**config.mk**
```make
export PLATFORM = sky130hd
export DESIGN_NAME = dsc_top
export DESIGN_NICKNAME = d
export VERILOG_FILES = /design/src/dsc_pkg.sv /design/src/dsc_bus_if.sv /design/src/dsc_ahb.sv /design/src/dsc_tick.sv /design/src/dsc_top.sv
export SDC_FILE = /design/constraint.sdc
export NUM_CORES = 1
export LEC_CHECK = 0
export ABC_CLOCK_PERIOD_IN_PS = 15600
export BUFFER_PORTS_ARGS = -buffer_cell sky130_fd_sc_hd__buf_2
export CORE_AREA = 2 2 112 114
export CTS_CLUSTER_SIZE = 40
export DETAILED_ROUTE_END_ITERATION = 7
export DIE_AREA = 0 0 114 116
export GPL_ROUTABILITY_DRIVEN = 1
export PLACE_DENSITY = 0.85
export SLEW_MARGIN = 5
export SYNTH_ARGS = -nofsm -noshare
export SYNTH_HDL_FRONTEND = slang
export SYNTH_SLANG_ARGS = --single-unit
```
**constraint.sdc**
```tcl
create_clock -name hclk -period 15.6 [get_ports hclk]
set_clock_uncertainty 0.1 [all_clocks]
set_input_delay 1.56 -clock hclk [delete_from_list [all_inputs] [get_ports hclk]]
set_output_delay 1.56 -clock hclk [all_outputs]
set_load 0.02 [all_outputs]
```
**src/dsc_pkg.sv**
```systemverilog
// Shared constants and types for the delta-sigma conversion control block
package dsc_pkg;
    // ------------------------------------------------------------
    // Clock and conversion timing
    // ------------------------------------------------------------
    localparam int DSC_CLK_HZ = 20_000_000;
    localparam int DSC_SPS_20 = 187;
    localparam int DSC_SPS_16 = 48_000;
    localparam int DSC_SPS_12 = 192_000;
    localparam int DSC_SPS_8 = 384_000;
    localparam int DSC_PER_W = 24;
    // Highest rate gives least period: round up
    localparam int DSC_MIN_CYC_20 = (DSC_CLK_HZ + DSC_SPS_20 - 1) / DSC_SPS_20;
    localparam logic [23:0] DSC_MIN_CYC_16 = 24'((DSC_CLK_HZ + DSC_SPS_16 - 1) / DSC_SPS_16);
    localparam logic [23:0] DSC_MIN_CYC_12 = 24'((DSC_CLK_HZ + DSC_SPS_12 - 1) / DSC_SPS_12);
    localparam logic [23:0] DSC_MIN_CYC_8 = 24'((DSC_CLK_HZ + DSC_SPS_8 - 1) / DSC_SPS_8);
    localparam logic [4:0] DSC_RES_16 = 5'h10;
    localparam logic [4:0] DSC_RES_12 = 5'h0c;
    localparam logic [4:0] DSC_RES_8 = 5'h08;
    localparam logic [2:0] DSC_PRIME_N = 3'h3;
    // ------------------------------------------------------------
    // Register offsets (byte addresses)
    // ------------------------------------------------------------
    localparam logic [7:0] DSC_OFS_CTRL = 8'h00;
    localparam logic [7:0] DSC_OFS_STATUS = 8'h04;
    localparam logic [7:0] DSC_OFS_MASK = 8'h08;
    localparam logic [7:0] DSC_OFS_RESULT = 8'h0c;
    localparam logic [7:0] DSC_OFS_CFG = 8'h10;
    localparam logic [7:0] DSC_OFS_INSEL = 8'h14;
    // ------------------------------------------------------------
    // Field positions and reset values
    // ------------------------------------------------------------
    localparam int DSC_CTRL_START = 0;
    localparam int DSC_CTRL_STOP = 1;
    localparam int DSC_CTRL_MODE = 2;
    localparam int DSC_CTRL_DONE = 4;
    localparam int DSC_CTRL_BUSY = 5;
    localparam int DSC_CFG_DIV = 8;
    localparam int DSC_STS_DONE = 0;
    localparam int DSC_STS_OVR = 1;
    localparam logic [4:0] DSC_RES_RST = 5'h10;
    localparam logic [23:0] DSC_DIV_RST = 24'h000000;
    localparam logic [1:0] DSC_MASK_RST = 2'h0;
    localparam logic [3:0] DSC_INSEL_RST = 4'h0;
    typedef enum logic [1:0] {
        DSC_MD_SINGLE = 2'b00,
        DSC_MD_MULTI = 2'b01,
        DSC_MD_CONT = 2'b10,
        DSC_MD_TURBO = 2'b11
    } dsc_mode_t;
    typedef enum logic {
        DSC_ST_IDLE = 1'b0,
        DSC_ST_RUN = 1'b1
    } dsc_state_t;
endpackage

```
**src/dsc_bus_if.sv**
```systemverilog
// Register access strobes between the bus slave and the register file
`timescale 1ns/1ps
`default_nettype none
interface dsc_bus_if;
    logic wr;
    logic rd;
    logic [7:0] addr;
    logic [31:0] wdata;
    logic [31:0] rdata;
    modport slv (output wr, output rd, output addr, output wdata, input rdata);
    modport regs (input wr, input rd, input addr, input wdata, output rdata);
endinterface
`default_nettype wire

```
**src/dsc_ahb.sv**
```systemverilog
// AHB-Lite slave front end with one wait state per transfer
`timescale 1ns/1ps
`default_nettype none
module dsc_ahb
    import dsc_pkg::*;
(
    input wire logic hclk,
    input wire logic hresetn,
    input wire logic hsel,
    input wire logic [31:0] haddr,
    input wire logic [1:0] htrans,
    input wire logic hwrite,
    input wire logic [31:0] hwdata,
    input wire logic hready,
    output logic hreadyout,
    output logic [31:0] hrdata,
    output logic hresp,
    dsc_bus_if.slv bus
);
    logic pend_ff;
    logic write_ff;
    logic [7:0] addr_ff;
    logic hreadyout_ff;
    logic [31:0] hrdata_ff;
    logic hresp_ff;
    logic accept;

    assign accept = hsel & htrans[1] & hready;

    // Wait state lets read data come from a flop
    always_ff @(posedge hclk or negedge hresetn) begin
        if (!hresetn) begin
            pend_ff <= 1'b0;
            write_ff <= 1'b0;
            addr_ff <= 8'h00;
            hreadyout_ff <= 1'b1;
            hrdata_ff <= 32'h00000000;
        end else if (accept) begin
            pend_ff <= 1'b1;
            write_ff <= hwrite;
            addr_ff <= {haddr[7:2], 2'b00};
            hreadyout_ff <= 1'b0;
        end else if (pend_ff) begin
            pend_ff <= 1'b0;
            hreadyout_ff <= 1'b1;
            hrdata_ff <= write_ff ? 32'h00000000 : bus.rdata;
        end
    end

    always_ff @(posedge hclk or negedge hresetn) begin
        if (!hresetn) begin
            hresp_ff <= 1'b0;
        end else begin
            hresp_ff <= 1'b0;
        end
    end

    assign bus.wr = pend_ff & write_ff;
    assign bus.rd = pend_ff & ~write_ff;
    assign bus.addr = addr_ff;
    assign bus.wdata = hwdata;
    assign hreadyout = hreadyout_ff;
    assign hrdata = hrdata_ff;
    assign hresp = hresp_ff;
endmodule
`default_nettype wire

```
**src/dsc_tick.sv**
```systemverilog
// Conversion timer: one pulse per finished conversion
`timescale 1ns/1ps
`default_nettype none
module dsc_tick
    import dsc_pkg::*;
(
    input wire logic hclk,
    input wire logic hresetn,
    input wire logic run,
    input wire logic restart,
    input wire logic [DSC_PER_W-1:0] period,
    output logic tick
);
    logic [DSC_PER_W-1:0] cnt_ff;
    logic tick_ff;

    always_ff @(posedge hclk or negedge hresetn) begin
        if (!hresetn) begin
            cnt_ff <= '0;
            tick_ff <= 1'b0;
        end else if (!run || restart) begin
            cnt_ff <= '0;
            tick_ff <= 1'b0;
        end else if (cnt_ff >= period - 24'h000001) begin
            cnt_ff <= '0;
            tick_ff <= 1'b1;
        end else begin
            cnt_ff <= cnt_ff + 24'h000001;
            tick_ff <= 1'b0;
        end
    end

    assign tick = tick_ff;
endmodule
`default_nettype wire

```
**src/dsc_top.sv**
```systemverilog
// Delta-sigma conversion sequencer with AHB-Lite registers
//
// Function
// - Four modes: single, multi, continuous, turbo
// - Start by start bit or trigger
// - Done sets status, holds output until read
// - Single mode idles in standby until trigger
// - Four conversions per trigger, fourth valid
// - Back to standby after single result
// - Input change invalidates until fourth sample
// - Rate limit set by resolution, decimator
// - Continuous: three priming conversions, then each
// - Multi re-primes and restarts automatically
// - Turbo high resolution resets only once
`timescale 1ns/1ps
`default_nettype none
module dsc_top
    import dsc_pkg::*;
#(
    parameter int unsigned MIN_CYC_20 = DSC_MIN_CYC_20
)
(
    input wire logic hclk,
    input wire logic hresetn,
    input wire logic hsel,
    input wire logic [31:0] haddr,
    input wire logic [1:0] htrans,
    input wire logic hwrite,
    input wire logic [2:0] hsize,
    input wire logic [31:0] hwdata,
    input wire logic hready,
    output logic hreadyout,
    output logic [31:0] hrdata,
    output logic hresp,
    input wire logic soc_in,
    input wire logic [19:0] dec_data,
    output logic eoc,
    output logic dec_clr,
    output logic [3:0] insel,
    output logic busy,
    output logic irq
);
    // ------------------------------------------------------------
    // Declarations
    // ------------------------------------------------------------
    dsc_bus_if bus ();
    dsc_state_t state_ff;
    dsc_state_t nxt_state;
    dsc_mode_t mode_ff;
    logic [4:0] res_ff;
    logic [23:0] div_ff;
    logic [3:0] insel_ff;
    logic [1:0] sts_ff;
    logic [1:0] mask_ff;
    logic [19:0] result_ff;
    logic [2:0] prime_ff;
    logic [2:0] smp_ff;
    logic eoc_ff;
    logic irq_ff;
    logic dec_clr_ff;
    logic soc_s1_ff;
    logic soc_s2_ff;
    logic soc_s3_ff;
    logic tick;
    logic start_req;
    logic stop_wr;
    logic rd_result;
    logic insel_chg;
    logic res_valid;
    logic reprime;
    logic clr_now;
    logic [23:0] min_per;
    logic [23:0] per_w;
    logic wr_ctrl;
    logic wr_sts;

    // ------------------------------------------------------------
    // Bus slave and conversion timer
    // ------------------------------------------------------------
    dsc_ahb u_ahb (
        .hclk(hclk),
        .hresetn(hresetn),
        .hsel(hsel),
        .haddr(haddr),
        .htrans(htrans),
        .hwrite(hwrite),
        .hwdata(hwdata),
        .hready(hready),
        .hreadyout(hreadyout),
        .hrdata(hrdata),
        .hresp(hresp),
        .bus(bus.slv)
    );

    dsc_tick u_tick (
        .hclk(hclk),
        .hresetn(hresetn),
        // Next state, so no tick lands in the first idle cycle after a stop
        .run(nxt_state == DSC_ST_RUN),
        .restart(clr_now),
        .period(per_w),
        .tick(tick)
    );

    // ------------------------------------------------------------
    // Decode and request logic
    // ------------------------------------------------------------
    assign wr_ctrl = bus.wr && (bus.addr == DSC_OFS_CTRL);
    assign wr_sts = bus.wr && (bus.addr == DSC_OFS_STATUS);
    assign stop_wr = wr_ctrl && bus.wdata[DSC_CTRL_STOP];
    assign rd_result = bus.rd && (bus.addr == DSC_OFS_RESULT);
    assign insel_chg = bus.wr && (bus.addr == DSC_OFS_INSEL) && (bus.wdata[3:0] != insel_ff);
    // Both sources in one cycle form one request
    assign start_req = (wr_ctrl && bus.wdata[DSC_CTRL_START]) || (soc_s2_ff && !soc_s3_ff);
    assign res_valid = tick && (prime_ff == DSC_PRIME_N);
    // Turbo at high resolution keeps the decimator primed between results
    assign reprime = res_valid && ((mode_ff == DSC_MD_MULTI) ||
        ((mode_ff == DSC_MD_TURBO) && (res_ff <= DSC_RES_16)));
    assign clr_now = ((state_ff == DSC_ST_IDLE) && start_req) || reprime || insel_chg;

    // Trigger comes from a pin: two flops before use
    always_ff @(posedge hclk or negedge hresetn) begin
        if (!hresetn) begin
            soc_s1_ff <= 1'b0;
            soc_s2_ff <= 1'b0;
            soc_s3_ff <= 1'b0;
        end else begin
            soc_s1_ff <= soc_in;
            soc_s2_ff <= soc_s1_ff;
            soc_s3_ff <= soc_s2_ff;
        end
    end

    // ------------------------------------------------------------
    // Conversion period
    // ------------------------------------------------------------
    // Divider can only slow the rate below the resolution limit
    always_comb begin
        if (res_ff > DSC_RES_16) begin
            min_per = 24'(MIN_CYC_20);
        end else if (res_ff > DSC_RES_12) begin
            min_per = DSC_MIN_CYC_16;
        end else if (res_ff > DSC_RES_8) begin
            min_per = DSC_MIN_CYC_12;
        end else begin
            min_per = DSC_MIN_CYC_8;
        end
        per_w = (div_ff > min_per) ? div_ff : min_per;
    end

    // ------------------------------------------------------------
    // Sequencer
    // ------------------------------------------------------------
    always_comb begin
        nxt_state = state_ff;
        case (state_ff)
            DSC_ST_IDLE: begin
                if (start_req) begin
                    nxt_state = DSC_ST_RUN;
                end
            end
            DSC_ST_RUN: begin
                if (stop_wr || (res_valid && (mode_ff == DSC_MD_SINGLE))) begin
                    nxt_state = DSC_ST_IDLE;
                end
            end
            default: begin
                nxt_state = DSC_ST_IDLE;
            end
        endcase
    end

    always_ff @(posedge hclk or negedge hresetn) begin
        if (!hresetn) begin
            state_ff <= DSC_ST_IDLE;
        end else begin
            state_ff <= nxt_state;
        end
    end

    // Priming count: samples taken since the decimator was cleared
    always_ff @(posedge hclk or negedge hresetn) begin
        if (!hresetn) begin
            prime_ff <= 3'h0;
        end else if (clr_now) begin
            prime_ff <= 3'h0;
        end else if (tick && (prime_ff < DSC_PRIME_N)) begin
            prime_ff <= prime_ff + 3'h1;
        end
    end

    always_ff @(posedge hclk or negedge hresetn) begin
        if (!hresetn) begin
            dec_clr_ff <= 1'b0;
        end else begin
            dec_clr_ff <= clr_now;
        end
    end

    always_ff @(posedge hclk or negedge hresetn) begin
        if (!hresetn) begin
            result_ff <= 20'h00000;
        end else if (res_valid) begin
            result_ff <= dec_data;
        end
    end

    // Done output: a new result wins over a read in the same cycle
    always_ff @(posedge hclk or negedge hresetn) begin
        if (!hresetn) begin
            eoc_ff <= 1'b0;
        end else if (res_valid) begin
            eoc_ff <= 1'b1;
        end else if (rd_result) begin
            eoc_ff <= 1'b0;
        end
    end

    // ------------------------------------------------------------
    // Registers and interrupt
    // ------------------------------------------------------------
    always_ff @(posedge hclk or negedge hresetn) begin
        if (!hresetn) begin
            mode_ff <= DSC_MD_SINGLE;
            res_ff <= DSC_RES_RST;
            div_ff <= DSC_DIV_RST;
            insel_ff <= DSC_INSEL_RST;
            mask_ff <= DSC_MASK_RST;
        end else if (bus.wr) begin
            // Mode and rate fixed while converting
            if (wr_ctrl && (state_ff == DSC_ST_IDLE)) begin
                mode_ff <= dsc_mode_t'(bus.wdata[DSC_CTRL_MODE +: 2]);
            end
            if ((bus.addr == DSC_OFS_CFG) && (state_ff == DSC_ST_IDLE)) begin
                res_ff <= bus.wdata[4:0];
                div_ff <= bus.wdata[DSC_CFG_DIV +: 24];
            end
            if (bus.addr == DSC_OFS_INSEL) begin
                insel_ff <= bus.wdata[3:0];
            end
            if (bus.addr == DSC_OFS_MASK) begin
                mask_ff <= bus.wdata[1:0];
            end
        end
    end

    always_ff @(posedge hclk or negedge hresetn) begin
        if (!hresetn) begin
            sts_ff <= 2'h0;
        end else begin
            sts_ff[DSC_STS_DONE] <= res_valid ||
                (sts_ff[DSC_STS_DONE] && !rd_result && !(wr_sts && bus.wdata[DSC_STS_DONE]));
            sts_ff[DSC_STS_OVR] <= (res_valid && eoc_ff && !rd_result) ||
                (sts_ff[DSC_STS_OVR] && !(wr_sts && bus.wdata[DSC_STS_OVR]));
        end
    end

    always_ff @(posedge hclk or negedge hresetn) begin
        if (!hresetn) begin
            irq_ff <= 1'b0;
        end else begin
            irq_ff <= |(sts_ff & mask_ff);
        end
    end

    // Done is mirrored in the control register for polling
    always_comb begin
        case (bus.addr)
            DSC_OFS_CTRL: bus.rdata = {26'h0000000, (state_ff == DSC_ST_RUN), eoc_ff, mode_ff, 2'b00};
            DSC_OFS_STATUS: bus.rdata = {30'h00000000, sts_ff};
            DSC_OFS_MASK: bus.rdata = {30'h00000000, mask_ff};
            DSC_OFS_RESULT: bus.rdata = {12'h000, result_ff};
            DSC_OFS_CFG: bus.rdata = {div_ff, 3'b000, res_ff};
            DSC_OFS_INSEL: bus.rdata = {28'h0000000, insel_ff};
            default: bus.rdata = 32'h00000000;
        endcase
    end

    assign eoc = eoc_ff;
    assign dec_clr = dec_clr_ff;
    assign insel = insel_ff;
    assign busy = (state_ff == DSC_ST_RUN);
    assign irq = irq_ff;

    // ------------------------------------------------------------
    // Checks
    // ------------------------------------------------------------
    // Conversions counted since the decimator was last cleared (start, re-prime or input change)
    always_ff @(posedge hclk or negedge hresetn) begin
        if (!hresetn) begin
            smp_ff <= 3'h0;
        end else if (clr_now) begin
            smp_ff <= 3'h0;
        end else if (tick && (smp_ff != 3'h7)) begin
            smp_ff <= smp_ff + 3'h1;
        end
    end
endmodule
`default_nettype wire

```
==> reports/metrics.yaml <==
power_density_nw_per_um2: 111.9
overflow: 0
min_path_type: "flop to flop"
rsz0062_at_grt: "no"
r2r_slack_ps: 8750
final_max_slew_viol_count: 0
fin_setup_tns_ps: 0
wirelength_um: 16770
cts_buffer_depth: 2
fin_crit_ps: 6848
clk_pin_slew_worst_paths_ps: 60
num_vias: 5458
synth_nets: 773
nets: 871
postCtsHoldBufs: 0
setup_viol: 0
synth_top_area_cell: "dfrtp_1"
grt_max_degree: 79
port_buffers: 102
layout-drive-gt1-share_pct: 24.27
die_x_um: 114
grt_pass1_wl_um: 27910
htreeDepth: 4
yosys_warnings: 0
grt_pass1_vias: 5643
tightestPinTransition_ps: 1055
design_area_um2: 8272
required_ps: 15840
num_antenna_cells: 0
cts_resized: 0
postRouteAntennaNets: 0
rr_worst_depth: 23
r2r_end: "u_tick.cnt_ff[16]"
grt_antenna_before_repair: 0
post_drt_via_cell_ratio: 6.085
synth_edf_count: 0
drtIter0Drc: 445
reg2reg_from: "res_ff[1]"
critPathCaptureType: "flop"
stdcell_count: 897
die-area_um2: 13220
drv_cap: 0
cts.root.buffer_cell: "clkbuf_16"
synthToLayoutAreaGrowth_pct: 16.68
cp-start-kind: "flop"
rows: 40
post-cts-setup-buffers: 0
crit_arrival_ps: 7090
ys_top_cells_by_area: "dfrtp_1, ha_1, mux2_2, mux2_1, xnor2_1"
status: "finished clean"
final_cell_mix: "dfrtp_1, buf_2, nor2_1"
post-route-drc-count: 0
drtPass1Iterations: 5
period_share_pct: 43.90
synthDistinctLibCells: 62
clock.fmax_mhz: 146.0
final_common_cell: "dfrtp_1"
avgSynthCellArea_um2: 11.09
place_area_um2: 7667
netlist_instances: 639
grt_usage_pct: 26.96
path_max_fanout: 24
p_leak_nw: 4.045
synth_area_um2: 7089
crit_start: "res_ff[1]"
gp_congestion: 0.8583
clock_latency_ps: 420
hold_end: "soc_s2_ff"
critPathKind: "flop to flop"
synth_seq_cells: 135
fp.coreArea_um2: 11910
relSlewSlack_pct: 29.49
cts_sinks: 135
synth.top_cell.area_share_pct: 46.95
hold_viol_final: 0
ys_seq_area_share_pct: 47.69
start_util_pct: 59.52
min-delay-start: "soc_s1_ff"
synth-async-reset-ratio_pct: 100.0
hpwl_um: 11760
vdd_drop_max_v: 0.00009122
dp.cells: 865
yosys_most_used_dff: "dfrtp_1"
cts_tree: "done"
post_drt_wl_per_cell_um: 18.70
die_h_um: 116
min_path_cells: 0
cts_buffers: 17
ios: 137
-- how the worst max path moves through the flow --
stage | cells after the start | slack [ps] | endpoint
finish | 23 | 8750 | u_tick.cnt_ff[16]
global route | 24 | 8110 | u_tick.cnt_ff[16]
CTS | 24 | 8780 | u_tick.cnt_ff[16]
detailed placement | 24 | 8820 | u_tick.cnt_ff[16]
global placement | 24 | 8960 | u_tick.cnt_ff[23]
floorplan | 26 | 9880 | u_tick.cnt_ff[16]
-- logic make-up after synthesis --
group	share of synthesized area [%]
multiplexers	11.51
buffers and inverters	3.547
AO/OA/AOI/OAI	10.92
XOR/XNOR	5.683
other	0.05290
flip-flops	47.69
adder cells (fa/ha/maj)	6.883
AND/OR/NAND/NOR	13.71
-- flip-flops by register name (all words and copies together), names as in the netlist, 2 cells and up --
name	count
u_tick.cnt_ff	24
u_ahb.hrdata	32
mask_ff	2
prime_ff	3
res_ff	5
mode_ff	2
u_ahb.bus.addr	6
div_ff	24
sts_ff	2
result_ff	20
insel	4
-- per-stage QoR --
stage	worst slack [ps]	power, mW	hold slack, ps	util, %
final	8752	0.9254	266.5	69.44
after floorplan	9876	0.4777	231.2	-
after global routing	8113	0.9645	275.9	69.44
after global placement	8963	0.5117	246.1	64.37
after CTS	8784	0.9287	270.5	69.44
after detailed placement	8817	0.5178	258.2	64.37
-- synth_stat cells (3+ instances only) --
master / number
dfrtp_1: 133
nor2_1: 53
ha_1: 39
nand2_1: 38
mux2_2: 37
mux2_1: 31
inv_1: 24
xnor2_1: 23
xor2_1: 23
nand3_1: 22
a21oi_1: 18
a222oi_1: 17
a22o_1: 17
o21ai_0: 15
clkbuf_1: 14
nand4_1: 11
nor3_1: 10
and3_1: 8
nor4_1: 7
or3_1: 7
a21o_1: 6
buf_6: 6
nand2b_1: 6
o21ai_1: 6
mux2i_1: 5
o211ai_1: 4
and2_1: 3
and4_1: 3
buf_2: 3
nand3b_1: 3
nor2b_1: 3
o31ai_1: 3
or2_1: 3
-- power breakdown --
part	internal (mW)	total (mW)	switching, mW	leakage, nW
registers	0.374	0.407	0.0327	1.72
logic	0.0500	0.107	0.0573	2.04
clock network	0.264	0.411	0.147	0.288
-- area by class of cell --
type	count	area, um2
Timing Repair Buffer	106	546.8
Clock inverter	7	118.9
Inverter	25	93.84
Multi-Input combinational cell	452	3462
Clock buffer	25	485.5
Sequential cell	135	3381
Fill cell	866	3640
Tap cell	147	183.9
-- per-layer routing --
layer | wire, um | share of wire [%] | global-route usage [%] | up-vias
met5 | 0 | 0 | 0 | -
met4 | 291 | 1.7 | 9.431 | 0
met3 | 1009 | 6.0 | 7.113 | 26
met2 | 8338 | 50 | 44.09 | 199
met1 | 7132 | 43 | 35.12 | 2701
li1 | - | - | - | 2532
-- critical path, stage by stage (launching register included) --
cell and delay [ps]:
dfrtp_1 420, or3_1 430, o21ai_1 570, inv_1 310, ha_1 380, nand4_1 130, nor2_1 130, a21oi_1 80
o211ai_1 690, and2_1 690, o21ai_1 220, ha_1 290, nand3_1 110, or2_2 190, xnor2_1 130, nand2_1 70
ha_1 240, a221oi_1 320, o21ai_0 160, a221o_1 320, a31oi_1 290, o31ai_2 80, buf_4 220, nor2_1 160
No activity file was read; power rests on OpenSTA's default activity.
